--- config.mk ---
export PLATFORM = sky130hd
export DESIGN_NAME = rxpq_pass_qualifier
export DESIGN_NICKNAME = d
export VERILOG_FILES = /design/src/rtl/rxpq_pass_qualifier.v
export VERILOG_INCLUDE_DIRS = /design/src /design/src/shared
export SDC_FILE = /design/constraint.sdc
export NUM_CORES = 1
export LEC_CHECK = 0
export BUFFER_PORTS_ARGS = -buffer_cell sky130_fd_sc_hd__buf_2
export CAP_MARGIN = 20
export CORE_MARGIN = 3
export CORE_UTILIZATION = 31
export CTS_BUF_LIST = sky130_fd_sc_hd__clkbuf_8 sky130_fd_sc_hd__clkbuf_16
export DETAILED_ROUTE_END_ITERATION = 10
export HOLD_SLACK_MARGIN = 0.06
export PLACE_DENSITY_LB_ADDON = 0.08
export SLEW_MARGIN = 20
export SYNTH_ARGS = -nofsm -noshare
export SYNTH_HDL_FRONTEND = slang
export SYNTH_SLANG_ARGS = --single-unit
--- constraint.sdc ---
create_clock -name sys_clk -period 5.3 [get_ports sys_clk]
set_input_delay 1.06 -clock sys_clk [delete_from_list [all_inputs] [get_ports sys_clk]]
set_output_delay 1.06 -clock sys_clk [all_outputs]
set_load 0.02 [all_outputs]
--- src/shared/rxpq_defines.vh ---
// register offsets, field positions, reset values and timing counts for the pass qualifier
`ifndef RXPQ_DEFINES_VH
`define RXPQ_DEFINES_VH
`define RXPQ_ADDR_PORT_SEL 8'h4c
`define RXPQ_ADDR_PASS_CTL 8'h7d
`define RXPQ_ADDR_RISE_MASK 8'h7e
`define RXPQ_ADDR_FALL_MASK 8'h7f
`define RXPQ_ADDR_RSVD_RW_LO 8'ha0
`define RXPQ_ADDR_RSVD_RW_HI 8'ha4
`define RXPQ_ADDR_REFCLK 8'ha5
`define RXPQ_ADDR_RSVD_RO_LO 8'ha7
`define RXPQ_ADDR_RSVD_RO_HI 8'haf
`define RXPQ_BIT_DISCARD 7
`define RXPQ_BIT_HEIGHT 5
`define RXPQ_BIT_WIDTH 4
`define RXPQ_BIT_PARITY 3
`define RXPQ_BIT_WDOG_OFF 2
`define RXPQ_THR_HI 1
`define RXPQ_THR_LO 0
`define RXPQ_RST_BYTE 8'h00
`define RXPQ_WDOG_FRAMES 2
`define RXPQ_GATE_US 1
`define RXPQ_CLK_MHZ 100
`define RXPQ_GATE_CYCLES (`RXPQ_GATE_US * `RXPQ_CLK_MHZ)
`endif

--- src/rtl/rxpq_pass_qualifier.v ---
// per-port video pass qualification, sensor edge latching and refclk measurement
`include "rxpq_defines.vh"
// Operation
// RULE1 - discard enable set: drop packets while pass is false; else forward all
// RULE2 - line-count check: frame height change drops pass until threshold met again
// RULE3 - line-size check: line width change drops pass until threshold met again
// RULE4 - parity policy 0 drops pass per error; 1 holds it until threshold
// RULE5 - software should set threshold 2 or more with sticky parity policy
// RULE6 - watchdog on: no frame end within two frame periods drops pass
// RULE7 - watchdog has no effect while threshold is zero
// RULE8 - nonzero threshold: pass only after that many valid frames
// RULE9 - zero threshold: pass as soon as receiver lock is seen
// RULE10 - masked rising sensor status edge latches rise status bit
// RULE11 - masked falling sensor status edge latches fall status bit
// RULE12 - read-only byte gives measured reference clock in whole MHz
// RULE13 - software reads frequency twice and accepts only matching values
// RULE14 - pass control and fall mask registers follow the port select
// RULE15 - bytes 0xa0 to 0xa4 are reserved read/write, reset zero
// RULE16 - bytes 0xa7 to 0xaf are reserved read-only zero
// RULE17 - edges found against previous-cycle value, one latch per event
module rxpq_pass_qualifier #(
    parameter NPORT = 2,
    parameter GATE_CYCLES = `RXPQ_GATE_CYCLES
) (
    input wire sys_clk,
    input wire rstn,
    input wire reg_wr,
    input wire reg_rd,
    input wire [7:0] reg_addr,
    input wire [7:0] reg_wdata,
    output reg [7:0] reg_rdata,
    input wire [NPORT-1:0] rx_lock,
    input wire [NPORT-1:0] frame_start,
    input wire [NPORT-1:0] frame_end,
    input wire [NPORT-1:0] line_end,
    input wire [NPORT*16-1:0] line_words,
    input wire [NPORT-1:0] parity_err,
    input wire [NPORT-1:0] pkt_valid,
    output reg [NPORT-1:0] pkt_forward,
    output reg [NPORT-1:0] port_pass,
    input wire [NPORT*8-1:0] remote_sensor_status,
    output reg [NPORT*8-1:0] sensor_rise_latched,
    output reg [NPORT*8-1:0] sensor_fall_latched,
    input wire [NPORT-1:0] sensor_rise_clear,
    input wire [NPORT-1:0] sensor_fall_clear,
    input wire ref_clk_tick
);
    reg [7:0] port_select;
    reg [7:0] port_pass_control [0:NPORT-1];
    reg [7:0] sensor_rise_irq_mask [0:NPORT-1];
    reg [7:0] sensor_fall_irq_mask [0:NPORT-1];
    reg [7:0] reserved_block_a0 [0:4];
    reg [7:0] ref_clock_mhz;
    reg [7:0] ref_count;
    reg [15:0] gate_count;
    integer sel;
    integer k;
    integer j;
    // last count of the measurement gate, cut to the counter width on purpose
    localparam [15:0] GATE_LAST = GATE_CYCLES - 1;

    // port select picks the low bit(s) of 0x4c
    always @* begin
        sel = 0;
        for (k = 0; k < NPORT; k = k + 1) begin
            if (port_select[k])
                sel = k;
        end
    end

    // register writes; per-port registers reach the selected port
    always @(posedge sys_clk or negedge rstn) begin
        if (!rstn) begin
            port_select <= 8'h01;
            for (j = 0; j < NPORT; j = j + 1) begin
                port_pass_control[j] <= `RXPQ_RST_BYTE;
                sensor_rise_irq_mask[j] <= `RXPQ_RST_BYTE;
                sensor_fall_irq_mask[j] <= `RXPQ_RST_BYTE;
            end
            for (j = 0; j < 5; j = j + 1)
                reserved_block_a0[j] <= `RXPQ_RST_BYTE; // [RULE15]
        end else if (reg_wr) begin
            case (reg_addr)
                `RXPQ_ADDR_PORT_SEL: port_select <= reg_wdata;
                `RXPQ_ADDR_PASS_CTL: port_pass_control[sel] <= reg_wdata; // [RULE14]
                `RXPQ_ADDR_RISE_MASK: sensor_rise_irq_mask[sel] <= reg_wdata;
                `RXPQ_ADDR_FALL_MASK: sensor_fall_irq_mask[sel] <= reg_wdata; // [RULE14]
                default: begin
                    if (reg_addr >= `RXPQ_ADDR_RSVD_RW_LO && reg_addr <= `RXPQ_ADDR_RSVD_RW_HI)
                        reserved_block_a0[reg_addr[2:0]] <= reg_wdata; // [RULE15]
                end
            endcase
        end
    end

    // registered read data; unmapped and 0xa7..0xaf read zero
    always @(posedge sys_clk or negedge rstn) begin
        if (!rstn) begin
            reg_rdata <= 8'h00;
        end else if (reg_rd) begin
            case (reg_addr)
                `RXPQ_ADDR_PORT_SEL: reg_rdata <= port_select;
                `RXPQ_ADDR_PASS_CTL: reg_rdata <= port_pass_control[sel];
                `RXPQ_ADDR_RISE_MASK: reg_rdata <= sensor_rise_irq_mask[sel];
                `RXPQ_ADDR_FALL_MASK: reg_rdata <= sensor_fall_irq_mask[sel];
                `RXPQ_ADDR_REFCLK: reg_rdata <= ref_clock_mhz; // [RULE12]
                default: begin
                    if (reg_addr >= `RXPQ_ADDR_RSVD_RW_LO && reg_addr <= `RXPQ_ADDR_RSVD_RW_HI)
                        reg_rdata <= reserved_block_a0[reg_addr[2:0]];
                    else
                        reg_rdata <= 8'h00; // [RULE16]
                end
            endcase
        end
    end

    // refclk ticks counted over a 1 us gate give whole MHz; not tied to reads
    always @(posedge sys_clk or negedge rstn) begin
        if (!rstn) begin
            gate_count <= 16'h0000;
            ref_count <= 8'h00;
            ref_clock_mhz <= 8'h00;
        end else if (gate_count == GATE_LAST) begin
            gate_count <= 16'h0000;
            ref_clock_mhz <= ref_count + {7'h00, ref_clk_tick}; // [RULE12]
            ref_count <= 8'h00;
        end else begin
            gate_count <= gate_count + 16'h0001;
            if (ref_clk_tick && ref_count != 8'hff)
                ref_count <= ref_count + 8'h01;
        end
    end

    genvar p;
    generate
        for (p = 0; p < NPORT; p = p + 1) begin : g_port
            reg [7:0] sts_prev;
            reg [15:0] lines_in_frame;
            reg [15:0] last_lines;
            reg [15:0] last_width;
            reg have_height;
            reg have_width;
            reg [1:0] good_frames;
            reg frame_bad;
            reg [31:0] period;
            reg [31:0] since_end;
            reg have_period;
            reg next_pass;
            reg [1:0] next_good_frames;
            reg next_frame_bad;
            wire [7:0] ctl = port_pass_control[p];
            wire [1:0] thr = ctl[`RXPQ_THR_HI:`RXPQ_THR_LO];
            wire discard_en = ctl[`RXPQ_BIT_DISCARD];
            wire frame_height_check = ctl[`RXPQ_BIT_HEIGHT];
            wire line_width_check = ctl[`RXPQ_BIT_WIDTH];
            wire parity_sticky = ctl[`RXPQ_BIT_PARITY];
            wire frame_end_watchdog_off = ctl[`RXPQ_BIT_WDOG_OFF];
            wire [7:0] sts = remote_sensor_status[p*8 +: 8];
            wire [7:0] rise_edges = sts & ~sts_prev;
            wire [7:0] fall_edges = ~sts & sts_prev;
            wire [15:0] width_now = line_words[p*16 +: 16];
            // one bit wider so a count of three cannot wrap to zero
            wire [2:0] frames_after = {1'b0, good_frames} + 3'b001;
            wire height_change = frame_height_check && frame_end[p] && have_height &&
                lines_in_frame != last_lines; // [RULE2]
            wire width_change = line_width_check && line_end[p] && have_width &&
                width_now != last_width; // [RULE3]
            // watchdog needs a measured period; zero threshold masks it
            wire wdog_trip = !frame_end_watchdog_off && thr != 2'b00 && have_period &&
                since_end >= `RXPQ_WDOG_FRAMES * period; // [RULE6] [RULE7]
            wire sticky_parity_hit = parity_err[p] && parity_sticky; // [RULE4]
            wire disqualify = height_change || width_change || wdog_trip || sticky_parity_hit;

            // previous-cycle copy; resets to the idle level so no false edge follows reset
            always @(posedge sys_clk or negedge rstn) begin
                if (!rstn) begin
                    sts_prev <= 8'h00;
                end else begin
                    sts_prev <= sts; // [RULE17]
                end
            end

            // a new edge wins over a clear in the same cycle
            always @(posedge sys_clk or negedge rstn) begin
                if (!rstn) begin
                    sensor_rise_latched[p*8 +: 8] <= 8'h00;
                end else begin
                    sensor_rise_latched[p*8 +: 8] <=
                        (sensor_rise_latched[p*8 +: 8] & ~{8{sensor_rise_clear[p]}}) |
                        (rise_edges & sensor_rise_irq_mask[p]); // [RULE10] [RULE17]
                end
            end

            always @(posedge sys_clk or negedge rstn) begin
                if (!rstn) begin
                    sensor_fall_latched[p*8 +: 8] <= 8'h00;
                end else begin
                    sensor_fall_latched[p*8 +: 8] <=
                        (sensor_fall_latched[p*8 +: 8] & ~{8{sensor_fall_clear[p]}}) |
                        (fall_edges & sensor_fall_irq_mask[p]); // [RULE11] [RULE17]
                end
            end

            // size of the last line; the first line after reset has nothing to compare
            always @(posedge sys_clk or negedge rstn) begin
                if (!rstn) begin
                    last_width <= 16'h0000;
                    have_width <= 1'b0;
                end else if (line_end[p]) begin
                    last_width <= width_now;
                    have_width <= 1'b1;
                end
            end

            // lines per frame, kept from the previous frame end
            always @(posedge sys_clk or negedge rstn) begin
                if (!rstn) begin
                    lines_in_frame <= 16'h0000;
                    last_lines <= 16'h0000;
                    have_height <= 1'b0;
                end else begin
                    if (frame_start[p]) begin
                        lines_in_frame <= 16'h0000;
                    end else if (line_end[p]) begin
                        lines_in_frame <= lines_in_frame + 16'h0001;
                    end
                    if (frame_end[p]) begin
                        last_lines <= lines_in_frame;
                        have_height <= 1'b1;
                    end
                end
            end

            // frame period end to end; saturates on a dead link instead of wrapping
            always @(posedge sys_clk or negedge rstn) begin
                if (!rstn) begin
                    period <= 32'h0;
                    since_end <= 32'h0;
                    have_period <= 1'b0;
                end else begin
                    if (frame_end[p]) begin
                        period <= since_end;
                        since_end <= 32'h0;
                    end else if (since_end != 32'hffffffff) begin
                        since_end <= since_end + 32'h1;
                    end
                    if (!rx_lock[p]) begin
                        have_period <= 1'b0;
                    end else if (frame_end[p]) begin
                        have_period <= 1'b1;
                    end
                end
            end

            // pass qualification
            always @* begin
                next_pass = port_pass[p];
                next_good_frames = good_frames;
                next_frame_bad = frame_bad;
                if (frame_start[p])
                    next_frame_bad = 1'b0;
                if (!rx_lock[p]) begin
                    next_pass = 1'b0;
                    next_good_frames = 2'b00;
                end else if (thr == 2'b00) begin
                    // zero threshold follows lock; only one-cycle drops apply
                    next_pass = !(parity_err[p] && !parity_sticky) && !height_change &&
                        !width_change; // [RULE9] [RULE7]
                    next_good_frames = 2'b00;
                end else if (disqualify) begin
                    // the frame in flight no longer counts toward the threshold
                    next_pass = 1'b0;
                    next_good_frames = 2'b00;
                    next_frame_bad = 1'b1;
                end else if (parity_err[p]) begin
                    next_pass = 1'b0; // [RULE4]
                end else if (frame_end[p]) begin
                    if (frame_bad) begin
                        next_frame_bad = 1'b0;
                    end else if (frames_after >= {1'b0, thr} || port_pass[p]) begin
                        next_pass = 1'b1; // [RULE8]
                        next_good_frames = thr;
                    end else begin
                        next_good_frames = frames_after[1:0]; // [RULE8]
                    end
                end else if (good_frames >= thr && !frame_bad) begin
                    next_pass = 1'b1; // [RULE4]
                end
            end

            always @(posedge sys_clk or negedge rstn) begin
                if (!rstn) begin
                    good_frames <= 2'b00;
                    frame_bad <= 1'b0;
                    port_pass[p] <= 1'b0;
                    pkt_forward[p] <= 1'b0;
                end else begin
                    good_frames <= next_good_frames;
                    frame_bad <= next_frame_bad;
                    port_pass[p] <= next_pass;
                    // gated by the pass level of the same cycle as the beat
                    pkt_forward[p] <= pkt_valid[p] && (!discard_en || port_pass[p]); // [RULE1]
                end
            end
        end
    endgenerate
endmodule // rxpq_pass_qualifier

Yosys cells after proc, flatten, opt, wreduce, memory -nomap -nowiden
Index checks and enable logic that the tools add are counted.
Operators by class
  $add $sub $neg: 9
  multipliers: 0
  divide/modulo/power cells: 0
  order comparisons: 12
  equality and inequality tests: 27
  shift operators: 0
  multiplexer cells: 82
  bitwise operators: 27
  reduce and logical (&&, ||, !) cells: 77
Operators by type and width (number)
  $mux 32: 4
  $mux 8: 16
  $and 8x8->8: 12
  $mux 16: 5
  $add 32x1->32 const B: 2
  $ge 32x32->1: 2
  $ne 16x16->1: 4
  $ne 32x32->1 const B: 2
  $not 8->8: 8
  $add 16x1->16 const B: 3
  $bwmux 16: 3
  $bwmux 40: 1
  $pmux 8 s5: 1
  $mux 1: 35
  $logic_and 1x1->1: 34
  $eq 8x7->1 const B: 4
  $ge 32x2->1 const B: 1
  $lt 32x1->1 const B: 1
  $not 1->32: 1
  $or 8x8->8: 4
  $mux 2: 14
  $bmux 8 s3: 1
  $demux 8 s3: 1
  $eq 16x7->1 const B: 1
  27 further kinds: 74
Storage, ports and cells
  bits in registers: 422
  bits in latches: 0
  memory bits (writable): 0
  bits in read-only memories: 0
  bits of input ports: 85
  word-level logic and storage cells: 280
  memories kept: 0

Longest topological paths before layout
  word-level depth: 10
  depth in mapped cells: 9
  depth with buffers taken out: 8

Least setup slack after synthesis
Ideal clock, no wire load.
  kind: input port to flip-flop
  start point: input port reg_addr[2]
  end point: register port_select[1]
  library setup time: 0.125 ns
  data arrival time: 2.649 ns
  required time: 5.175 ns
  path slack: 2.527 ns
  stages on the path: 5
  buffers on the path: 1
  cells stage by stage: buf_2 and4b_1 nor4b_2 nand2_1 mux2_2
On the way
  longest elaborated chain between the ends: 2
Ends and longest elaborated chain
  start, declared: line rxpq_pass_qualifier.v:29  | input wire [7:0] reg_addr,
  $eq 8x7->1: line rxpq_pass_qualifier.v:83  | case (reg_addr)
  $reduce_and 2->1 (no source line)
  end signal, assigned: line rxpq_pass_qualifier.v:84  | `RXPQ_ADDR_PORT_SEL: port_select <= reg_wdata;
  end, declared: line rxpq_pass_qualifier.v:48  | reg [7:0] port_select;
Every way passes these cells.
A chain may end at the register's enable or synchronous reset.

Worst setup path after layout
  start point: register g_port[1].since_end[2]
  end point: register g_port[1].good_frames[1]
On the way
  longest elaborated chain between the ends: 7
  elaborated cells between the ends (all ways): 11
  those cells by class: order compare: 1; eq/ne: 3; mux: 3; reduce/logical: 4
Ends and longest elaborated chain
  start, declared: line rxpq_pass_qualifier.v:146  | reg [31:0] since_end;
  start signal, assigned: line rxpq_pass_qualifier.v:245  | since_end <= since_end + 32'h1;
  $ge 32x32->1 (*): line rxpq_pass_qualifier.v:170  | since_end >= `RXPQ_WDOG_FRAMES * period;
  $logic_and 1x1->1 (*): line rxpq_pass_qualifier.v:169  | wire wdog_trip = !frame_end_watchdog_off && thr != 2'b00 && have_period &&
  $logic_or 1x1->1 (*) (2 in series): line rxpq_pass_qualifier.v:172  | wire disqualify = height_change || width_change || wdog_trip || sticky_parity_hit;
  $mux 2: line rxpq_pass_qualifier.v:270  | end else if (disqualify) begin
  $mux 2: line rxpq_pass_qualifier.v:265  | end else if (thr == 2'b00) begin
  $mux 2: line rxpq_pass_qualifier.v:262  | if (!rx_lock[p]) begin
  end signal, assigned: line rxpq_pass_qualifier.v:298  | good_frames <= next_good_frames;
  end, declared: line rxpq_pass_qualifier.v:143  | reg [1:0] good_frames;
Mark *: on every way between the ends. The rest lies on a longest branch, timed or not.

==> flow_summary.json <==
{
  "status": "completed",
  "cp-start-kind": "flop",
  "syn_area_per_cell_sq_um": 10.7,
  "synth-edff-count": 0,
  "clock_latency_ps": 610,
  "die_h_microns": 263,
  "drc": 0,
  "nets": 2191,
  "seq_area_frac_synth": 0.517,
  "layout-area-overhead-vs-synth_pct": 16.3,
  "synth_top_area_frac": 0.516,
  "synth_commonest_cells": "dfrtp_1, nand2_1, mux2_2, nor2_1, o21ai_0",
  "num_rows": 93,
  "yosysUniqueCellTypes": 64,
  "yosys.area.top_type": "dfrtp_1",
  "cp.arrival_ps": 3510,
  "firstDrtPassIters": 6,
  "setup_tns_ps": 0,
  "grtUsageTotal": 0.144,
  "dieWidth_microns": 263,
  "grt_pass1_vias": 14339,
  "drive_gt1_frac": 0.201,
  "fmax_mhz": 330,
  "dieArea_sq_um": 69000,
  "synth-seq-cells": 422,
  "cts.sinks": 422,
  "async_reset_ff_frac": 1.00,
  "path_clk_slew_ps": 60,
  "dpl.hpwl_microns": 33600,
  "power.density_nw_per_um2": 320,
  "critPathMaxFanout": 6,
  "io_pins": 129,
  "viasPerCell": 4.77,
  "worstSetupPathType": "reg -> reg",
  "cts_buffer_depth": 3,
  "ant_nets": 0,
  "yosys-top-cells-area": "dfrtp_1, mux2_2, ha_1",
  "finalSetupViolCount": 0,
  "cp_data_required_time_ps": 5780,
  "yosysMostFrequentCell": "dfrtp_1",
  "final-hold-violation-count": 0,
  "antenna_found_initial": 2,
  "cts_tree": "built",
  "coreArea_sq_um": 64800,
  "cts.htree.levels": 2,
  "vias": 13953,
  "rrSetupSlack_ps": 2270,
  "critPathCaptureType": "flop",
  "synthFlopType": "dfrtp_1",
  "synthCells": 1906,
  "period_minus_slack_ps": 3030,
  "syn-cell-area_sq_um": 20400,
  "synth_nets": 2071,
  "grt_max_degree": 123,
  "drtIter0Drc": 741,
  "timing.rr.start": "g_port[1].since_end[2]$_DFFE_PN0P_",
  "grt-ovfl-total": 0,
  "cts-hold-fix-buffers": 0,
  "place_congestion": 0.791,
  "final_util": 0.366,
  "grt_setup_unrepaired": "no",
  "yosys_warnings": 0,
  "tightest_slew_ps": 992,
  "initial_utilization": 0.315,
  "p_leak_nw": 10.5,
  "setup.worst_path.start": "g_port[1].since_end[2]$_DFFE_PN0P_",
  "wire_per_inst_microns": 16.8,
  "io_buffer_count": 128,
  "skew_ps": 26.9,
  "numCtsBuffers": 51,
  "timing.final.crit_share": 0.571,
  "cts_resized": 0,
  "max-cap-violations": 0,
  "slew_violations": 0,
  "root_buffer": "clkbuf_16",
  "power.ir.vdd_worst_uv": 225,
  "cts_setup_buffers": 0,
  "worstHoldPathType": "in -> async",
  "max_slew_margin": 0.337,
  "finalWirelength_microns": 49100,
  "grt_first_pass_wirelength_microns": 80700
}
## flip-flops by register name, indices dropped and copies added (netlist names), 32 cells and up
signal	flops
g_port.since_end	64
g_port.period	62
reserved_block_a0	40
g_port.last_lines	32
g_port.last_width	32
g_port.lines_in_frame	32
## kinds of logic after synthesis
| family | synth area share |
|---|---|
| AOI/OAI and AO/OA | 0.0766 |
| and+or+nand+nor | 0.142 |
| buffers and inverters | 0.0343 |
| DFF | 0.517 |
| muxes | 0.107 |
| xor gates and xnor gates | 0.0729 |
| adders and majority gates | 0.0498 |
## power by group
part           total (mW)  internal, mW  switching [mW]
logic               0.568         0.238           0.330
clock network        3.57          2.15            1.42
registers            3.45          3.34           0.113
total                7.59          5.73            1.86
## metrics by stage
stage / worst slack [ps] / std cells / hold WS [ps] / instance area (sq um) / power (mW)
floorplan: 2530 / 1906 / 423 / 20400 / 3.84
global placement: 1760 / 2828 / 427 / 22000 / 4.09
detailed placement: 1650 / 2828 / 437 / 22000 / 4.09
CTS: 2130 / 2922 / 445 / 23700 / 7.77
global route: 1990 / 2922 / 462 / 23700 / 7.97
finish: 2270 / 2924 / 446 / 23700 / 7.59
## cells in the final DEF, fill, tap and decap left out, types with 65 or more instances in the layout
| cell type | n |
|---|---|
| nand3_1 | 71 |
| xnor2_1 | 105 |
| xor2_1 | 65 |
| inv_1 | 123 |
| nand2_1 | 188 |
| dfrtp_1 | 421 |
| buf_2 | 125 |
| mux2_2 | 164 |
| o21ai_0 | 122 |
| nor2_1 | 151 |
| ha_1 | 78 |
## worst max-delay path, stage by stage (launching register included)
cell and delay, ps:
dfrtp_1 430, ha_1 300, and3b_1 170, a2111oi_0 430, o221ai_1 240, a2111oi_0 650
o21ai_0 380, nor4_1 320
## metal layers
layer | vias to the layer above | GRT usage | wire (microns)
li1 | 6879 | - | -
met4 | 0 | 0.0367 | 1030
met2 | 195 | 0.230 | 22800
met1 | 6813 | 0.199 | 23200
met3 | 66 | 0.0283 | 2120
met5 | - | 0 | 0
## worst paths after layout
path | endpoint | depth (start not counted)
setup reg to reg | g_port[1].good_frames[1]$_DFFE_PN0P_ | 7
hold reg to reg | sensor_rise_latched[10]$_DFF_PN0_ | 1
setup / recovery | g_port[1].good_frames[1]$_DFFE_PN0P_ | 7
hold / removal | g_port[0].period[2]$_DFFE_PN0P_ | 1
min in group sys_clk | sensor_rise_latched[10]$_DFF_PN0_ | 1
max in group asynchronous | g_port[1].since_end[16]$_DFFE_PN0P_ | 2
## cell type report
cell class                 count  area (sq um)
antenna                        2          5.00
clock buffer                  72          1570
clock inverter                22           200
fill                        6432         41100
inverter                     118           443
multi-input combinational   1299          9160
sequential                   422         10600
tap                          855          1070
timing repair buffer         134           738
Note: power is estimated with default switching activity, not from simulation.
